<file path="config.mk">
export PLATFORM = sky130hd
export DESIGN_NAME = sow_system_ctrl
export DESIGN_NICKNAME = d
export VERILOG_FILES = /design/src/sow_pkg.sv /design/src/sow_wkup_if.sv /design/src/sow_wakeup_timer.sv /design/src/sow_system_ctrl.sv
export SDC_FILE = /design/constraint.sdc
export NUM_CORES = 1
export LEC_CHECK = 0
export BUFFER_PORTS_ARGS = -buffer_cell sky130_fd_sc_hd__buf_2
export CAP_MARGIN = 20
export CORE_MARGIN = 8
export CORE_UTILIZATION = 50
export DETAILED_ROUTE_END_ITERATION = 10
export PLACE_DENSITY = 0.82
export SKIP_LAST_GASP = 1
export SLEW_MARGIN = 20
export SYNTH_ARGS = -nofsm -noshare
export SYNTH_HDL_FRONTEND = slang
export SYNTH_HIERARCHICAL = 1
export SYNTH_SLANG_ARGS = --single-unit
export TNS_END_PERCENT = 1
</file>
<file path="constraint.sdc">
create_clock -name i_clk -period 2.6 [get_ports i_clk]
set_input_delay 0.39 -clock i_clk [delete_from_list [all_inputs] [get_ports i_clk]]
set_output_delay 0.39 -clock i_clk [all_outputs]
set_load 0.005 [all_outputs]
</file>
<file path="src/sow_pkg.sv">
// Constants for the system options and wakeup timer block.
// Assumes one bus clock; register index decode is done inside the system control block.
package sow_pkg;
  localparam int ADDR_W = 3;
  localparam int DATA_W = 8;

  // Register indices
  localparam logic [ADDR_W-1:0] IDX_FORCE_RESET = 3'h0;
  localparam logic [ADDR_W-1:0] IDX_OPTIONS = 3'h1;
  localparam logic [ADDR_W-1:0] IDX_ID_HIGH = 3'h2;
  localparam logic [ADDR_W-1:0] IDX_ID_LOW = 3'h3;
  localparam logic [ADDR_W-1:0] IDX_WAKEUP = 3'h4;

  // Force reset register
  localparam int FORCE_BIT = 0;

  // System options fields
  localparam int OPT_WDOG_EN_BIT = 7;
  localparam int OPT_WDOG_LONG_BIT = 6;
  localparam int OPT_STOP_EN_BIT = 5;
  localparam int OPT_DBG_PIN_BIT = 1;
  localparam logic [DATA_W-1:0] OPT_RESET = 8'hc2;
  localparam logic [DATA_W-1:0] OPT_IMPL_MASK = 8'he2;

  // Wakeup control fields
  localparam int WK_FLAG_BIT = 7;
  localparam int WK_ACK_BIT = 6;
  localparam int WK_CLKSEL_BIT = 5;
  localparam int WK_IRQ_EN_BIT = 4;
  localparam int WK_PSEL_LSB = 0;
  localparam int WK_PSEL_W = 3;
  localparam logic WK_CLKSEL_RESET = 1'h0;
  localparam logic WK_IRQ_EN_RESET = 1'h0;
  localparam logic [WK_PSEL_W-1:0] WK_PSEL_RESET = 3'h0;

  // Internal oscillator timing, microseconds
  localparam int INT_OSC_PERIOD_US = 1150;
  localparam int INT_BASE_TIMEOUT_US = 9200;
  localparam int INT_BASE_TICKS = INT_BASE_TIMEOUT_US / INT_OSC_PERIOD_US;

  // External clock dividers per period select code
  localparam int WK_CNT_W = 16;
  localparam logic [WK_CNT_W-1:0] EXT_DIV [8] = '{
    16'h0000, 16'h0100, 16'h0400, 16'h0800,
    16'h1000, 16'h2000, 16'h4000, 16'h8000
  };
endpackage

</file>
<file path="src/sow_wkup_if.sv">
// Control and status link between the register bank and wakeup timer.
// Assumes both ends run on the same bus clock.
interface sow_wkup_if;
  logic clk_sel;
  logic [sow_pkg::WK_PSEL_W-1:0] period_sel;
  logic ack;
  logic flag;

  modport ctrl (
    output clk_sel,
    output period_sel,
    output ack,
    input flag
  );

  modport timer (
    input clk_sel,
    input period_sel,
    input ack,
    output flag
  );
endinterface

</file>
<file path="src/sow_wakeup_timer.sv">
// Periodic wakeup timer with its sticky flag.
// Assumes both tick sources are slow asynchronous levels.
module sow_wakeup_timer (
  input wire logic i_clk,
  input wire logic i_srst,
  input wire logic i_osc_int,
  input wire logic i_clk_ext,
  sow_wkup_if.timer wk
);
  localparam int CW = sow_pkg::WK_CNT_W;
  logic [1:0] src;
  logic [1:0] s1_reg;
  logic [1:0] s2_reg;
  logic [1:0] s3_reg;
  logic [1:0] tick;
  logic sel_tick;
  logic enabled;
  logic hit;
  logic cfg_same;
  logic [CW-1:0] limit;
  logic [CW-1:0] cnt_reg;
  logic [CW-1:0] cnt_next;
  logic [3:0] cfg_reg;
  logic flag_reg;

  assign src = {i_clk_ext, i_osc_int};

  // Two flops before any logic; edge seen only past the second
  genvar g;
  for (g = 0; g < 2; g++) begin : g_sync
    always_ff @(posedge i_clk) begin
      s1_reg[g] <= src[g];
      s2_reg[g] <= s1_reg[g];
      s3_reg[g] <= s2_reg[g];
    end
    assign tick[g] = s2_reg[g] & ~s3_reg[g];
  end

  always_comb begin
    if (wk.clk_sel) begin
      limit = sow_pkg::EXT_DIV[wk.period_sel];
    end else begin
      limit = CW'(sow_pkg::INT_BASE_TICKS) << wk.period_sel;
    end
  end

  assign enabled = !wk.clk_sel || (wk.period_sel != 3'h0);
  assign sel_tick = wk.clk_sel ? tick[1] : tick[0];
  // Old count must not meet a new limit before the restart lands
  assign cfg_same = (cfg_reg == {wk.clk_sel, wk.period_sel});
  assign hit = enabled && cfg_same && sel_tick
    && (cnt_reg == limit - CW'(1));
  assign cnt_next = hit ? '0 : cnt_reg + CW'(1);

  // Restart the count on any source or period change
  always_ff @(posedge i_clk) begin
    if (i_srst) begin
      cfg_reg <= 4'h0;
      cnt_reg <= '0;
    end else begin
      cfg_reg <= {wk.clk_sel, wk.period_sel};
      if (!enabled || !cfg_same) begin
        cnt_reg <= '0;
      end else if (sel_tick) begin
        cnt_reg <= cnt_next;
      end
    end
  end

  // Set wins over an acknowledge in the same cycle
  always_ff @(posedge i_clk) begin
    if (i_srst) begin
      flag_reg <= 1'b0;
    end else if (hit) begin
      flag_reg <= 1'b1;
    end else if (wk.ack) begin
      flag_reg <= 1'b0;
    end
  end
  assign wk.flag = flag_reg;
endmodule // sow_wakeup_timer

</file>
<file path="src/sow_system_ctrl.sv">
// Debug force reset, write-once options, part id and wakeup control.
// Assumes a CPU register port and a debug-command marker on writes.
module sow_system_ctrl #(
  // Arbitrary neutral identification value
  parameter logic [11:0] PART_ID = 12'h05a3
) (
  input wire logic i_clk,
  input wire logic i_srst,
  input wire logic i_osc_int,
  input wire logic i_clk_ext,
  input wire logic [sow_pkg::ADDR_W-1:0] i_addr,
  input wire logic i_wr,
  input wire logic i_rd,
  input wire logic [sow_pkg::DATA_W-1:0] i_wdata,
  input wire logic i_debug_cmd,
  input wire logic i_stop_exec,
  output logic [sow_pkg::DATA_W-1:0] o_rdata,
  output logic o_force_reset,
  output logic o_reset_status_clear,
  output logic o_watchdog_enable,
  output logic o_watchdog_long,
  output logic o_stop_enable,
  output logic o_illegal_stop_reset,
  output logic o_debug_pin_enable,
  output logic o_wakeup_irq
);
  localparam int DW = sow_pkg::DATA_W;

  sow_wkup_if wk ();

  logic wr_force;
  logic wr_opt;
  logic wr_wk;
  logic [DW-1:0] opt_reg;
  logic opt_written_reg;
  logic force_reg;
  logic stop_bad_reg;
  logic clk_sel_reg;
  logic irq_en_reg;
  logic [sow_pkg::WK_PSEL_W-1:0] psel_reg;
  logic [DW-1:0] rdata_reg;
  logic [DW-1:0] rdata_next;

  assign wr_force = i_wr && (i_addr == sow_pkg::IDX_FORCE_RESET);
  assign wr_opt = i_wr && (i_addr == sow_pkg::IDX_OPTIONS);
  assign wr_wk = i_wr && (i_addr == sow_pkg::IDX_WAKEUP);

  // Force reset: program writes drop silently, no error path
  always_ff @(posedge i_clk) begin
    if (i_srst) begin
      force_reg <= 1'b0;
    end else begin
      force_reg <= wr_force && i_debug_cmd
        && i_wdata[sow_pkg::FORCE_BIT];
    end
  end
  assign o_force_reset = force_reg;
  // Status logic must not record this reset source
  assign o_reset_status_clear = force_reg;

  // Write-once options; a stray late write cannot alter them
  always_ff @(posedge i_clk) begin
    if (i_srst) begin
      opt_reg <= sow_pkg::OPT_RESET;
      opt_written_reg <= 1'b0;
    end else if (wr_opt && !opt_written_reg) begin
      opt_reg <= i_wdata & sow_pkg::OPT_IMPL_MASK;
      opt_written_reg <= 1'b1;
    end
  end
  assign o_watchdog_enable = opt_reg[sow_pkg::OPT_WDOG_EN_BIT];
  assign o_watchdog_long = opt_reg[sow_pkg::OPT_WDOG_LONG_BIT];
  assign o_stop_enable = opt_reg[sow_pkg::OPT_STOP_EN_BIT];
  assign o_debug_pin_enable = opt_reg[sow_pkg::OPT_DBG_PIN_BIT];

  // Stop executed while disabled becomes an illegal opcode reset
  always_ff @(posedge i_clk) begin
    if (i_srst) begin
      stop_bad_reg <= 1'b0;
    end else begin
      stop_bad_reg <= i_stop_exec && !o_stop_enable;
    end
  end
  assign o_illegal_stop_reset = stop_bad_reg;

  // Wakeup control fields
  always_ff @(posedge i_clk) begin
    if (i_srst) begin
      clk_sel_reg <= sow_pkg::WK_CLKSEL_RESET;
      irq_en_reg <= sow_pkg::WK_IRQ_EN_RESET;
      psel_reg <= sow_pkg::WK_PSEL_RESET;
    end else if (wr_wk) begin
      clk_sel_reg <= i_wdata[sow_pkg::WK_CLKSEL_BIT];
      irq_en_reg <= i_wdata[sow_pkg::WK_IRQ_EN_BIT];
      psel_reg <= i_wdata[sow_pkg::WK_PSEL_LSB +: sow_pkg::WK_PSEL_W];
    end
  end
  assign wk.clk_sel = clk_sel_reg;
  assign wk.period_sel = psel_reg;
  // Writing zero to the acknowledge does nothing
  assign wk.ack = wr_wk && i_wdata[sow_pkg::WK_ACK_BIT];

  sow_wakeup_timer u_timer (
    .i_clk(i_clk),
    .i_srst(i_srst),
    .i_osc_int(i_osc_int),
    .i_clk_ext(i_clk_ext),
    .wk(wk)
  );

  // Level request, dropped only by acknowledge or enable clear
  assign o_wakeup_irq = wk.flag && irq_en_reg;

  // Read mux; unmapped indices return zero
  always_comb begin
    rdata_next = 8'h00;
    case (i_addr)
      sow_pkg::IDX_FORCE_RESET: begin
        rdata_next = 8'h00;
      end
      sow_pkg::IDX_OPTIONS: begin
        rdata_next = opt_reg & sow_pkg::OPT_IMPL_MASK;
      end
      sow_pkg::IDX_ID_HIGH: begin
        rdata_next = {4'h0, PART_ID[11:8]};
      end
      sow_pkg::IDX_ID_LOW: begin
        rdata_next = PART_ID[7:0];
      end
      sow_pkg::IDX_WAKEUP: begin
        rdata_next[sow_pkg::WK_FLAG_BIT] = wk.flag;
        rdata_next[sow_pkg::WK_CLKSEL_BIT] = clk_sel_reg;
        rdata_next[sow_pkg::WK_IRQ_EN_BIT] = irq_en_reg;
        rdata_next[sow_pkg::WK_PSEL_LSB +: sow_pkg::WK_PSEL_W] = psel_reg;
      end
      default: begin
        rdata_next = 8'h00;
      end
    endcase
  end

  // Read data holds until the next read
  always_ff @(posedge i_clk) begin
    if (i_srst) begin
      rdata_reg <= 8'h00;
    end else if (i_rd) begin
      rdata_reg <= rdata_next;
    end
  end
  assign o_rdata = rdata_reg;
endmodule // sow_system_ctrl

</file>
==> results by group, run 1 <==
Outcome
  – Status: finished, final reports clean

Global route
  – First-pass GRT wire length: 8550 microns
  – GR Util met2: 23.8%
  – Total global-route track usage: 14.1%
  – Antenna violations before repair: 0
  – GRT overflow: 0
  – Pin count of the biggest net entering global routing: 30
  – Most used routing layer: met2
  – GR Util met3: 3.09%
  – Vias in the first global route: 1,878
  – Grt met1 use: 17.0%

Routing
  – Antenna-violating nets left: 0
  – Routed wire length: 5100 microns
  – # DRC: 0
  – Drt pass-1 iters: 4
  – Initial drt markers: 137
  – Vias post-DR: 2,025
  – Wirelength per Cell: 14.4 microns
  – DR vias/cell: 5.70

Synth
  – Post-synthesis cell count: 274
  – Syn. warnings: 6
  – Yosys cell types: 53
  – Main synth FF type: dfxtp_1
  – Number of synthesized flops with an enable pin: 0
  – Largest cells by area after synthesis: dfxtp_1, nor2_1, xor2_1
  – Area leader, netlist: dfxtp_1
  – Syn Nets: 295
  – Synthesized area: 0.00239 sq mm
  – Post-synthesis register bit count: 46
  – Syn_area_per_cell: 8.73 sq um
  – Sequential area share after synthesis: 38.5%
  – Synth top area share: 38.5%
  – FFs w/ async S/R, synth: 0%

Clock tree
  – Post-CTS Setup Bufs: 0
  – Clock root buffer: clkbuf_8
  – TritonCTS clock tree: built
  – Number of CTS-inserted buffers: 5
  – Clk_lat worst skew: 300 ps
  – Sink Count: 46
  – Hold Buf Count CTS: 0
  – Clk buf depth: 2
  – CTS resizes: 0
  – H-tree level count: 2
  – CTS clock-pin slew for the worst setup and hold paths: 80 ps

Place
  – DP Area: 0.00256 sq mm
  – I/O Buffers: 32
  – RePlAce Congestion: 0.876
  – Setup WS pre-CTS: 92.3 ps
  – Detailed Place HPWL: 3660 microns

Worst setup path
  – Critical Path Sink Type: register
  – Crit-path cells: or4_4 > ha_2 > or3b_1 > a21oi_1 > nor4_1 > o22ai_2 > o31ai_4 > buf_12 > nor2_1
  – Worst path max stage delay: 540 ps
  – Critical path launch point type: register
  – Crit Path Max Fanout: 14
  – Critical Path AT: 2670 ps
  – Top Family by Delay on Critical Path: simple AND/OR/NAND/NOR gates
  – Critical Path Start: clk_sel_reg$_SDFFE_PP0P_
  – Bufs and invs on worst path: 1
  – FF-to-FF Start: clk_sel_reg$_SDFFE_PP0P_
  – Worst Path Required: 2790 ps
  – CP max stage cell: or4_4
  – CP Class: reg -> reg

STA
  – RSZ-0062 raised after global routing: no
  – Final worst path period share: 95.6%
  – Setup-failing EPs final: 0
  – Slew margin rel.: 66.3%
  – Hold Fails Final Rpt: 0
  – Max Fclk: 0.402 GHz
  – Worst-margin pin slew: 501 ps
  – Fin worst setup slack: 115 ps
  – Setup TNS: 0 ps
  – Max-slew violations: 0
  – Skew final: 9.85 ps
  – Tmin final: 2490 ps

Worst hold path
  – Hold wc startpoint: i_osc_int
  – Hold crit path type: in -> reg

Power and ir drop
  – Pleak: 1.07 nW
  – Maximum VDD drop: 0.510 mV
  – Pwr/cell area: 560 mW/mm^2

Final layout
  – Share of layout cells above drive strength 1: 20.9%
  – Final #Nets: 321
  – Layout Area Growth over Synthesis: 13.8%
  – Max reg flops: 16
  – Final Instance Area: 0.00272 sq mm
  – Ant. Diodes: 0

Floorplan
  – Chip width: 85.2 microns
  – Die area: 0.00725 sq mm
  – Core Box Area: 0.00466 sq mm
  – Die span in y: 85.2 microns
  – Initial Util: 51.3%
  – Row count: 25
  – # IOs: 35

Job
  – Max Cap Viol: 0
## stage by stage
step           utilization [%]  power (mW)  hold slack (ps)  cells
2_1_floorplan                -       0.841              310    274
3_3_place_gp              54.9       0.884              312    347
3_5_place_dp              54.9       0.889              322    347
5_1_grt                   58.4        1.57              184    355
6_report                  58.4        1.52              199    355
4_1_cts                   57.9        1.53              197    355
## final cells by class
| type | instances | area [sq um] |
|---|---|---|
| clock inverter | 2 | 60.1 |
| sequential | 46 | 922 |
| multi-input combinational | 205 | 1350 |
| timing repair buffer | 39 | 225 |
| fill | 398 | 1940 |
| tap | 54 | 67.6 |
| clock buffer | 6 | 82.6 |
| inverter | 3 | 11.3 |
## worst paths after layout
kind | to | slack [ps] | cells after the start
max | u_timer/cnt_reg[1]$_SDFFE_PP0P_ | 110 | 9
min | u_timer/s1_reg[0]$_DFF_P_ | 200 | 1
max reg2reg | u_timer/cnt_reg[1]$_SDFFE_PP0P_ | 110 | 9
min reg2reg | u_timer/s2_reg[0]$_DFF_P_ | 330 | 0
## Yosys cell counts, types with 2 or more instances
library cell  count
dfxtp_1          46
nor2_1           41
nand2_1          21
xor2_1           14
mux2i_1          12
o21ai_0           9
nand3_1           8
nor3_1            8
xnor2_1           8
a21oi_1           7
nand2b_1          7
a311oi_1          6
clkbuf_1          6
nand4_1           6
buf_2             5
nor3b_1           5
and3_1            4
buf_4             4
buf_6             4
and2_1            3
inv_1             3
nor2b_1           3
nor4_1            3
o211ai_1          3
a211oi_1          2
a21boi_0          2
a21o_1            2
a31oi_1           2
and3b_1           2
and4b_1           2
and4bb_2          2
ha_1              2
or4_1             2
## layout by cell type, fill, tap and decap left out, drive strengths merged, types with 3 or more instances in the layout
cell,instances
a311oi,6
mux2i,12
xnor2,8
nand2,21
nor2,41
o21ai,9
a21oi,7
nand2b,7
and3,4
clkbuf,6
nor3,8
and2,3
xor2,14
o211ai,4
nand4,6
inv,3
nor2b,4
dfxtp,46
nor3b,6
or4,3
nand3,8
nor4,3
buf,39
## routing by layer
layer / up-vias / part of all wire (%)
li1: 1014 / -
met1: 950 / 44
met2: 54 / 50
met3: 7 / 4.4
met4: 0 / 1.6
met5: - / 0
## kinds of logic after synthesis
logic type               synth area share, %
multiplexers                            5.02
buffers and inverters                   5.76
other                                  0.157
adder cells (fa/ha/maj)                 1.05
flip-flops                              38.5
XOR/XNOR                                8.06
AO/OA/AOI/OAI                           12.5
AND/OR/NAND/NOR                         29.0
## report_power, final
group	switching, mW	internal, mW
Combinational	0.0817	0.0655
Sequential	0.00986	0.721
Clock	0.235	0.410
## worst register-to-register path: cells and delay by family (launching register included)
| family | cells | cell delay [ps] |
|---|---|---|
| flops | 1 | 340 |
| simple gates | 4 | 1070 |
| fa+ha+maj | 1 | 250 |
| buf+inv | 1 | 170 |
| compound gates | 3 | 540 |
Note: power is estimated with default switching activity, not from simulation.
==> run 2: changes to the inputs <==
--- a/config.mk
+++ b/config.mk
@@ -7,8 +7,10 @@
 export LEC_CHECK = 0
 export BUFFER_PORTS_ARGS = -buffer_cell sky130_fd_sc_hd__buf_2
 export CAP_MARGIN = 20
+export CELL_PAD_IN_SITES_DETAIL_PLACEMENT = 1
+export CELL_PAD_IN_SITES_GLOBAL_PLACEMENT = 1
 export CORE_MARGIN = 8
-export CORE_UTILIZATION = 50
+export CORE_UTILIZATION = 38
 export DETAILED_ROUTE_END_ITERATION = 10
 export PLACE_DENSITY = 0.82
 export SKIP_LAST_GASP = 1
==> results by group, run 2 (synthesized netlist as in run 1, its figures left out) <==
Routing
  – Routed wire length: 6060 microns (+19%)
  – Drt pass-1 iters: 4 (unchanged)
  – Wirelength per Cell: 16.0 microns (+12%)
  – # DRC: 0 (unchanged)
  – Initial drt markers: 92 (-33%)
  – DR vias/cell: 5.37 (-5.8%)
  – Vias post-DR: 2,031 (+0.30%)
  – Antenna-violating nets left: 0 (unchanged)

Power and ir drop
  – Pwr/cell area: 519 mW/mm^2 (-7.4%)
  – Pleak: 1.05 nW (-1.7%)
  – Maximum VDD drop: 0.347 mV (-32%)
  – Pwr Total: 1.40 mW (-7.9%)

STA
  – Max Fclk: 0.413 GHz (+2.6%)
  – Max-slew violations: 0 (unchanged)
  – Skew final: 5.14 ps (-4.70 ps)
  – Tmin final: 2420 ps (-63.4 ps)
  – Worst-margin pin slew: 600 ps (+99.4 ps)
  – Final worst path period share: 93.2% (-2.4 points)
  – Slew margin rel.: 59.6% (-6.7 points)
  – RSZ-0062 raised after global routing: no
  – Setup TNS: 0 ps (unchanged)
  – WHS: 187 ps (-11.8 ps)
  – Hold Fails Final Rpt: 0 (unchanged)
  – Setup-failing EPs final: 0 (unchanged)

Clock tree
  – Hold Buf Count CTS: 0 (unchanged)
  – Number of CTS-inserted buffers: 5 (unchanged)
  – Clk buf depth: 2 (unchanged)
  – H-tree level count: 2 (unchanged)
  – Clock root buffer: clkbuf_8
  – Sink Count: 46 (unchanged)
  – CTS clock-pin slew for the worst setup and hold paths: 80 ps (about the same)
  – Post-CTS Setup Bufs: 0 (unchanged)
  – Clk_lat worst skew: 300 ps (about the same)
  – TritonCTS clock tree: built

Worst hold path
  – Hold crit path type: in -> reg

Global route
  – Antenna violations before repair: 0 (unchanged)
  – Total global-route track usage: 14.4% (+0.25 points)
  – GR Util met2: 24.6% (+0.83 points)
  – GRT overflow: 0 (unchanged)
  – GR Util met3: 2.28% (-0.81 points)
  – Pin count of the biggest net entering global routing: 30 (unchanged)
  – Grt met1 use: 17.2% (+0.22 points)
  – Most used routing layer: met2
  – Vias in the first global route: 2,155 (+15%)
  – First-pass GRT wire length: 10,300 microns (+21%)

Worst setup path
  – Worst Path Required: 2800 ps (about the same)
  – CP max stage cell: or4_4
  – Critical path launch point type: register
  – Critical Path Sink Type: register
  – Crit Path Max Fanout: 14 (unchanged)
  – Flop-to-flop setup slack: 180 ps (+60 ps)
  – Critical Path AT: 2620 ps (-50 ps)
  – CP Class: reg -> reg
  – Worst path max stage delay: 550 ps (about the same)
  – Crit-path cells: or4_4 > ha_2 > or3b_1 > a21oi_1 > nor4_1 > o22ai_2 > o31ai_4 > buf_12 > nor2_1

Final layout
  – Ant. Diodes: 0 (unchanged)
  – Layout Area Growth over Synthesis: 13.1%
  – Multi-input gate area: 0.00134 sq mm (-0.83%)
  – Register area: 922 sq um (unchanged)
  – Max reg flops: 16 (unchanged)
  – Post-route insts no fill: 378 (+6.5%)
  – Most frequent cells in the layout: dfxtp_1, nor2_1, buf_2
  – Final #Nets: 321 (unchanged)
  – Filler cells: 732 (+84%)
  – Share of layout cells above drive strength 1: 20.3% (-0.66 points)
  – Commonest non-fill, non-tap cell in the layout: dfxtp_1

Job
  – Max Cap Viol: 0 (unchanged)

Place
  – I/O Buffers: 32 (unchanged)
  – Cells after DPL: 370 (+6.6%)
  – RePlAce Congestion: 0.785 (-10%)
  – Detailed Place HPWL: 4510 microns (+23%)

Floorplan
  – # IOs: 35 (unchanged)
  – Die span in y: 95.3 microns (+12%)
  – Die area: 0.00909 sq mm (+25%)
  – Core Box Area: 0.00620 sq mm (+33%)
  – Chip width: 95.3 microns (+12%)
  – Initial Util: 38.5% (-13 points)
  – Row count: 29 (+16%)

Outcome
  – Status: finished, final reports clean
[run 2: layout make-up]
class	count	share of cell area, %
clock buffers	5	2.54
inverters	3	0.416
repair buffers	39	8.33
flip-flops and latches	46	34.1
well taps	77	3.56
multi-input cells	205	49.6
clock inverters	3	1.48
[run 2: critical path: cells and delay by family, from the launching register on]
family / cells / cell delay (ps)
AND/OR/NAND/NOR: 4 / 1040
buffers and inverters: 1 / 170
flip-flops: 1 / 340
AO/OA/AOI/OAI: 3 / 510
adder cells (fa/ha/maj): 1 / 240
[run 2: final timing paths]
path,start,cells after the start,end
min,i_osc_int,1,u_timer/s1_reg[0]$_DFF_P_
max,clk_sel_reg$_SDFFE_PP0P_,9,u_timer/cnt_reg[0]$_SDFFE_PP0P_
max reg2reg,clk_sel_reg$_SDFFE_PP0P_,9,u_timer/cnt_reg[0]$_SDFFE_PP0P_
min reg2reg,u_timer/s1_reg[0]$_DFF_P_,0,u_timer/s2_reg[0]$_DFF_P_
[run 2: power breakdown]
part | switching, mW | internal, mW
combinational | 0.0822 | 0.0649
clock | 0.241 | 0.283
sequential | 0.0102 | 0.721
[run 2: routing by layer]
layer	share of wire, %	vias up
li1	-	1007
met1	46	990
met2	51	23
met3	1.8	11
met4	1.9	0
met5	0	-
[run 2: what timing repair did]
action	in CTS	in global routing
hold endpoints to repair	0	0
endpoints found under the setup margin	0	16
gates resized for setup	0	4
[run 2: per-stage QoR]
step	cell area (sq um)	worst slack, ps	util [%]
floorplan	2390	10.7	-
detailed placement	2590	26.4	41.7
global placement	2590	117	41.7
finish	2710	178	43.6
CTS	2700	12.0	43.4
global route	2710	46.1	43.6
==> run 3: changes to the inputs <==
--- a/config.mk
+++ b/config.mk
@@ -5,14 +5,15 @@
 export SDC_FILE = /design/constraint.sdc
 export NUM_CORES = 1
 export LEC_CHECK = 0
+export ABC_AREA = 1
 export BUFFER_PORTS_ARGS = -buffer_cell sky130_fd_sc_hd__buf_2
 export CAP_MARGIN = 20
 export CELL_PAD_IN_SITES_DETAIL_PLACEMENT = 1
 export CELL_PAD_IN_SITES_GLOBAL_PLACEMENT = 1
 export CORE_MARGIN = 8
-export CORE_UTILIZATION = 38
+export CORE_UTILIZATION = 37
 export DETAILED_ROUTE_END_ITERATION = 10
-export PLACE_DENSITY = 0.82
+export PLACE_DENSITY_LB_ADDON = 0.3
 export SKIP_LAST_GASP = 1
 export SLEW_MARGIN = 20
 export SYNTH_ARGS = -nofsm -noshare
==> results by group, run 3 <==
Synth
  – Post-synthesis cell count: 401 (+46%)
  – Area leader, netlist: dfxtp_1
  – Largest cells by area after synthesis: dfxtp_1, nand2_1, nand3_1
  – Most frequent cell after synthesis: nand2_1
  – Yosys cell types: 35 (-34%)
  – Synthesized area: 0.00266 sq mm (+11%)
  – Main synth FF type: dfxtp_1
  – FFs w/ async S/R, synth: 0% (unchanged)
  – Syn Nets: 422 (+43%)
  – Sequential area share after synthesis: 34.7% (-3.8 points)
  – Synth top area share: 34.7% (-3.8 points)
  – Syn_area_per_cell: 6.62 sq um (-24%)
  – Number of synthesized flops with an enable pin: 0 (unchanged)
  – Syn. warnings: 6 (unchanged)
  – List of most frequent post-synthesis cells: nand2_1, nand3_1, dfxtp_1
  – Post-synthesis register bit count: 46 (unchanged)

Clock tree
  – Hold Buf Count CTS: 0 (unchanged)
  – CTS resizes: 0 (unchanged)
  – TritonCTS clock tree: built
  – Post-CTS Setup Bufs: 0 (unchanged)
  – Clk_lat worst skew: 310 ps (about the same)
  – Number of CTS-inserted buffers: 5 (unchanged)
  – CTS clock-pin slew for the worst setup and hold paths: 100 ps (+20 ps)
  – Clk buf depth: 2 (unchanged)
  – Clock root buffer: clkbuf_8
  – Sink Count: 46 (unchanged)
  – H-tree level count: 2 (unchanged)

STA
  – Final worst path period share: 89.6% (-3.5 points)
  – Tmin final: 2330 ps (-91.7 ps)
  – Max-slew violations: 0 (unchanged)
  – Hold Fails Final Rpt: 0 (unchanged)
  – Skew final: 7.25 ps (+2.11 ps)
  – Max Fclk: 0.429 GHz (+3.9%)
  – Setup-failing EPs final: 0 (unchanged)
  – Setup TNS: 0 ps (unchanged)
  – RSZ-0062 raised after global routing: no

Power and ir drop
  – Pleak: 1.40 nW (+34%)
  – Pwr/cell area: 489 mW/mm^2 (-5.6%)
  – Maximum VDD drop: 0.312 mV (-10%)

Routing
  – Wirelength per Cell: 13.6 microns (-15%)
  – Vias post-DR: 2,584 (+27%)
  – Antenna-violating nets left: 0 (unchanged)
  – Drt pass-1 iters: 4 (unchanged)
  – DR vias/cell: 4.84 (-9.9%)
  – Initial drt markers: 106 (+15%)
  – # DRC: 0 (unchanged)
  – Routed wire length: 7290 microns (+20%)

Worst setup path
  – Worst Path Required: 2810 ps (about the same)
  – CP Class: reg -> reg
  – Critical path launch point type: register
  – Critical Path AT: 2540 ps (-80 ps)
  – Crit Path Max Fanout: 11 (-3)
  – Critical Path Sink Type: register
  – Flop-to-flop setup slack: 270 ps (+90 ps)

Final layout
  – Most frequent cells in the layout: nand2_1, nand3_1, dfxtp_1
  – Final #Nets: 455 (+42%)
  – Max reg flops: 16 (unchanged)
  – Commonest non-fill, non-tap cell in the layout: nand2_1
  – Ant. Diodes: 0 (unchanged)
  – Share of layout cells above drive strength 1: 21.1% (+0.88 points)
  – Layout Area Growth over Synthesis: 13.4%
  – Filler cells: 969 (+32%)
  – Post-route insts no fill: 534 (+41%)

Global route
  – First-pass GRT wire length: 13,000 microns (+26%)
  – GRT overflow: 0 (unchanged)
  – Vias in the first global route: 2,818 (+31%)
  – Antenna violations before repair: 0 (unchanged)
  – Pin count of the biggest net entering global routing: 20 (-33%)
  – Total global-route track usage: 16.1% (+1.8 points)

Floorplan
  – Row count: 31 (+6.9%)
  – Core Box Area: 0.00710 sq mm (+14%)
  – Die area: 0.0101 sq mm (+12%)
  – Initial Util: 37.4% (-1.1 points)
  – Die span in y: 101 microns (+5.6%)
  – # IOs: 35 (unchanged)
  – Chip width: 101 microns (+5.6%)

Place
  – RePlAce Congestion: 0.854 (+8.8%)
  – I/O Buffers: 32 (unchanged)
  – Detailed Place HPWL: 5810 microns (+29%)
  – Cells after DPL: 526 (+42%)

Worst hold path
  – Hold crit path type: in -> reg

Job
  – Max Cap Viol: 0 (unchanged)

Outcome
  – Status: finished, final reports clean
-- run 3: changes by cell type in the layout (fill, tap and decap cells not counted), moves of 6 or more --
cell      change
xor2_1       -11
a311oi_1      -6
nor2_2       +17
nand2b_1      -7
a21oi_2       +7
nand3_1      +39
inv_2         +8
inv_1        +41
nand2_1     +100
mux2i_1      -11
-- run 3: report_power, final --
group | internal, mW | switching [mW]
Sequential | 0.722 | 0.0106
Combinational | 0.0571 | 0.111
Clock | 0.293 | 0.279
Total | 1.07 | 0.401
-- run 3: worst paths after layout --
check | from | cells after the start | endpoint
max | psel_reg[0]$_SDFFE_PP0P_ | 15 | u_timer/cnt_reg[8]$_SDFFE_PP0P_
min | i_osc_int | 1 | u_timer/s1_reg[0]$_DFF_P_
max reg2reg | psel_reg[0]$_SDFFE_PP0P_ | 15 | u_timer/cnt_reg[8]$_SDFFE_PP0P_
min reg2reg | u_timer/s1_reg[0]$_DFF_P_ | 0 | u_timer/s2_reg[0]$_DFF_P_
-- run 3: critical path, stage by stage (launching register included) --
cell and delay, ps:
dfxtp_1 510, nand2_1 150, inv_1 90, nand2_1 50
ha_1 300, nand2_1 90, inv_1 40, nor2_1 90
nand3_1 70, nor2_1 120, nand2_1 70, nor2_1 110
nand3_2 90, o21ai_2 130, buf_4 240, nor2_1 60
-- run 3: cell type report --
type / instances / area, sq um / share of cell area [%]
Multi-Input combinational cell: 292 / 1450 / 48.3
Timing Repair Buffer: 36 / 190 / 6.32
Clock buffer: 5 / 68.8 / 2.29
Sequential cell: 46 / 922 / 30.6
Tap cell: 99 / 124 / 4.11
Clock inverter: 3 / 48.8 / 1.62
Inverter: 53 / 204 / 6.77
-- run 3: kinds of logic (layout without fill, tap and decap cells) --
kind of cell / Yosys count / count (layout) / synth area share, %
adder cells (fa/ha/maj): 2 / 2 / 0.942
multiplexers: 1 / 1 / 0.377
AND/OR/NAND/NOR: 247 / 247 / 43.0
AO/OA/AOI/OAI: 35 / 35 / 8.29
other: 1 / 1 / 0.141
flip-flops: 46 / 46 / 34.7
XOR/XNOR: 6 / 6 / 1.98
buffers and inverters: 63 / 97 / 10.6
-- run 3: metrics by stage --
step	hold WS, ps	setup slack [ps]	power [mW]	cell area, sq um	utilization (%)
finish	177	270	1.47	3010	42.4
global route	143	104	1.56	3010	42.4
CTS	161	173	1.50	3010	42.4
detailed placement	314	215	0.919	2890	40.7
global placement	312	294	0.913	2890	40.7
floorplan	310	546	0.863	2660	-
-- run 3: layer usage --
metal / up-vias / share of wire, % / global-route usage [%]
li1: 1324 / - / -
met1: 1215 / 45 / 18.5
met2: 38 / 49 / 28.5
met3: 7 / 4.8 / 4.63
met4: 0 / 0.95 / 3.95
met5: - / 0 / 0
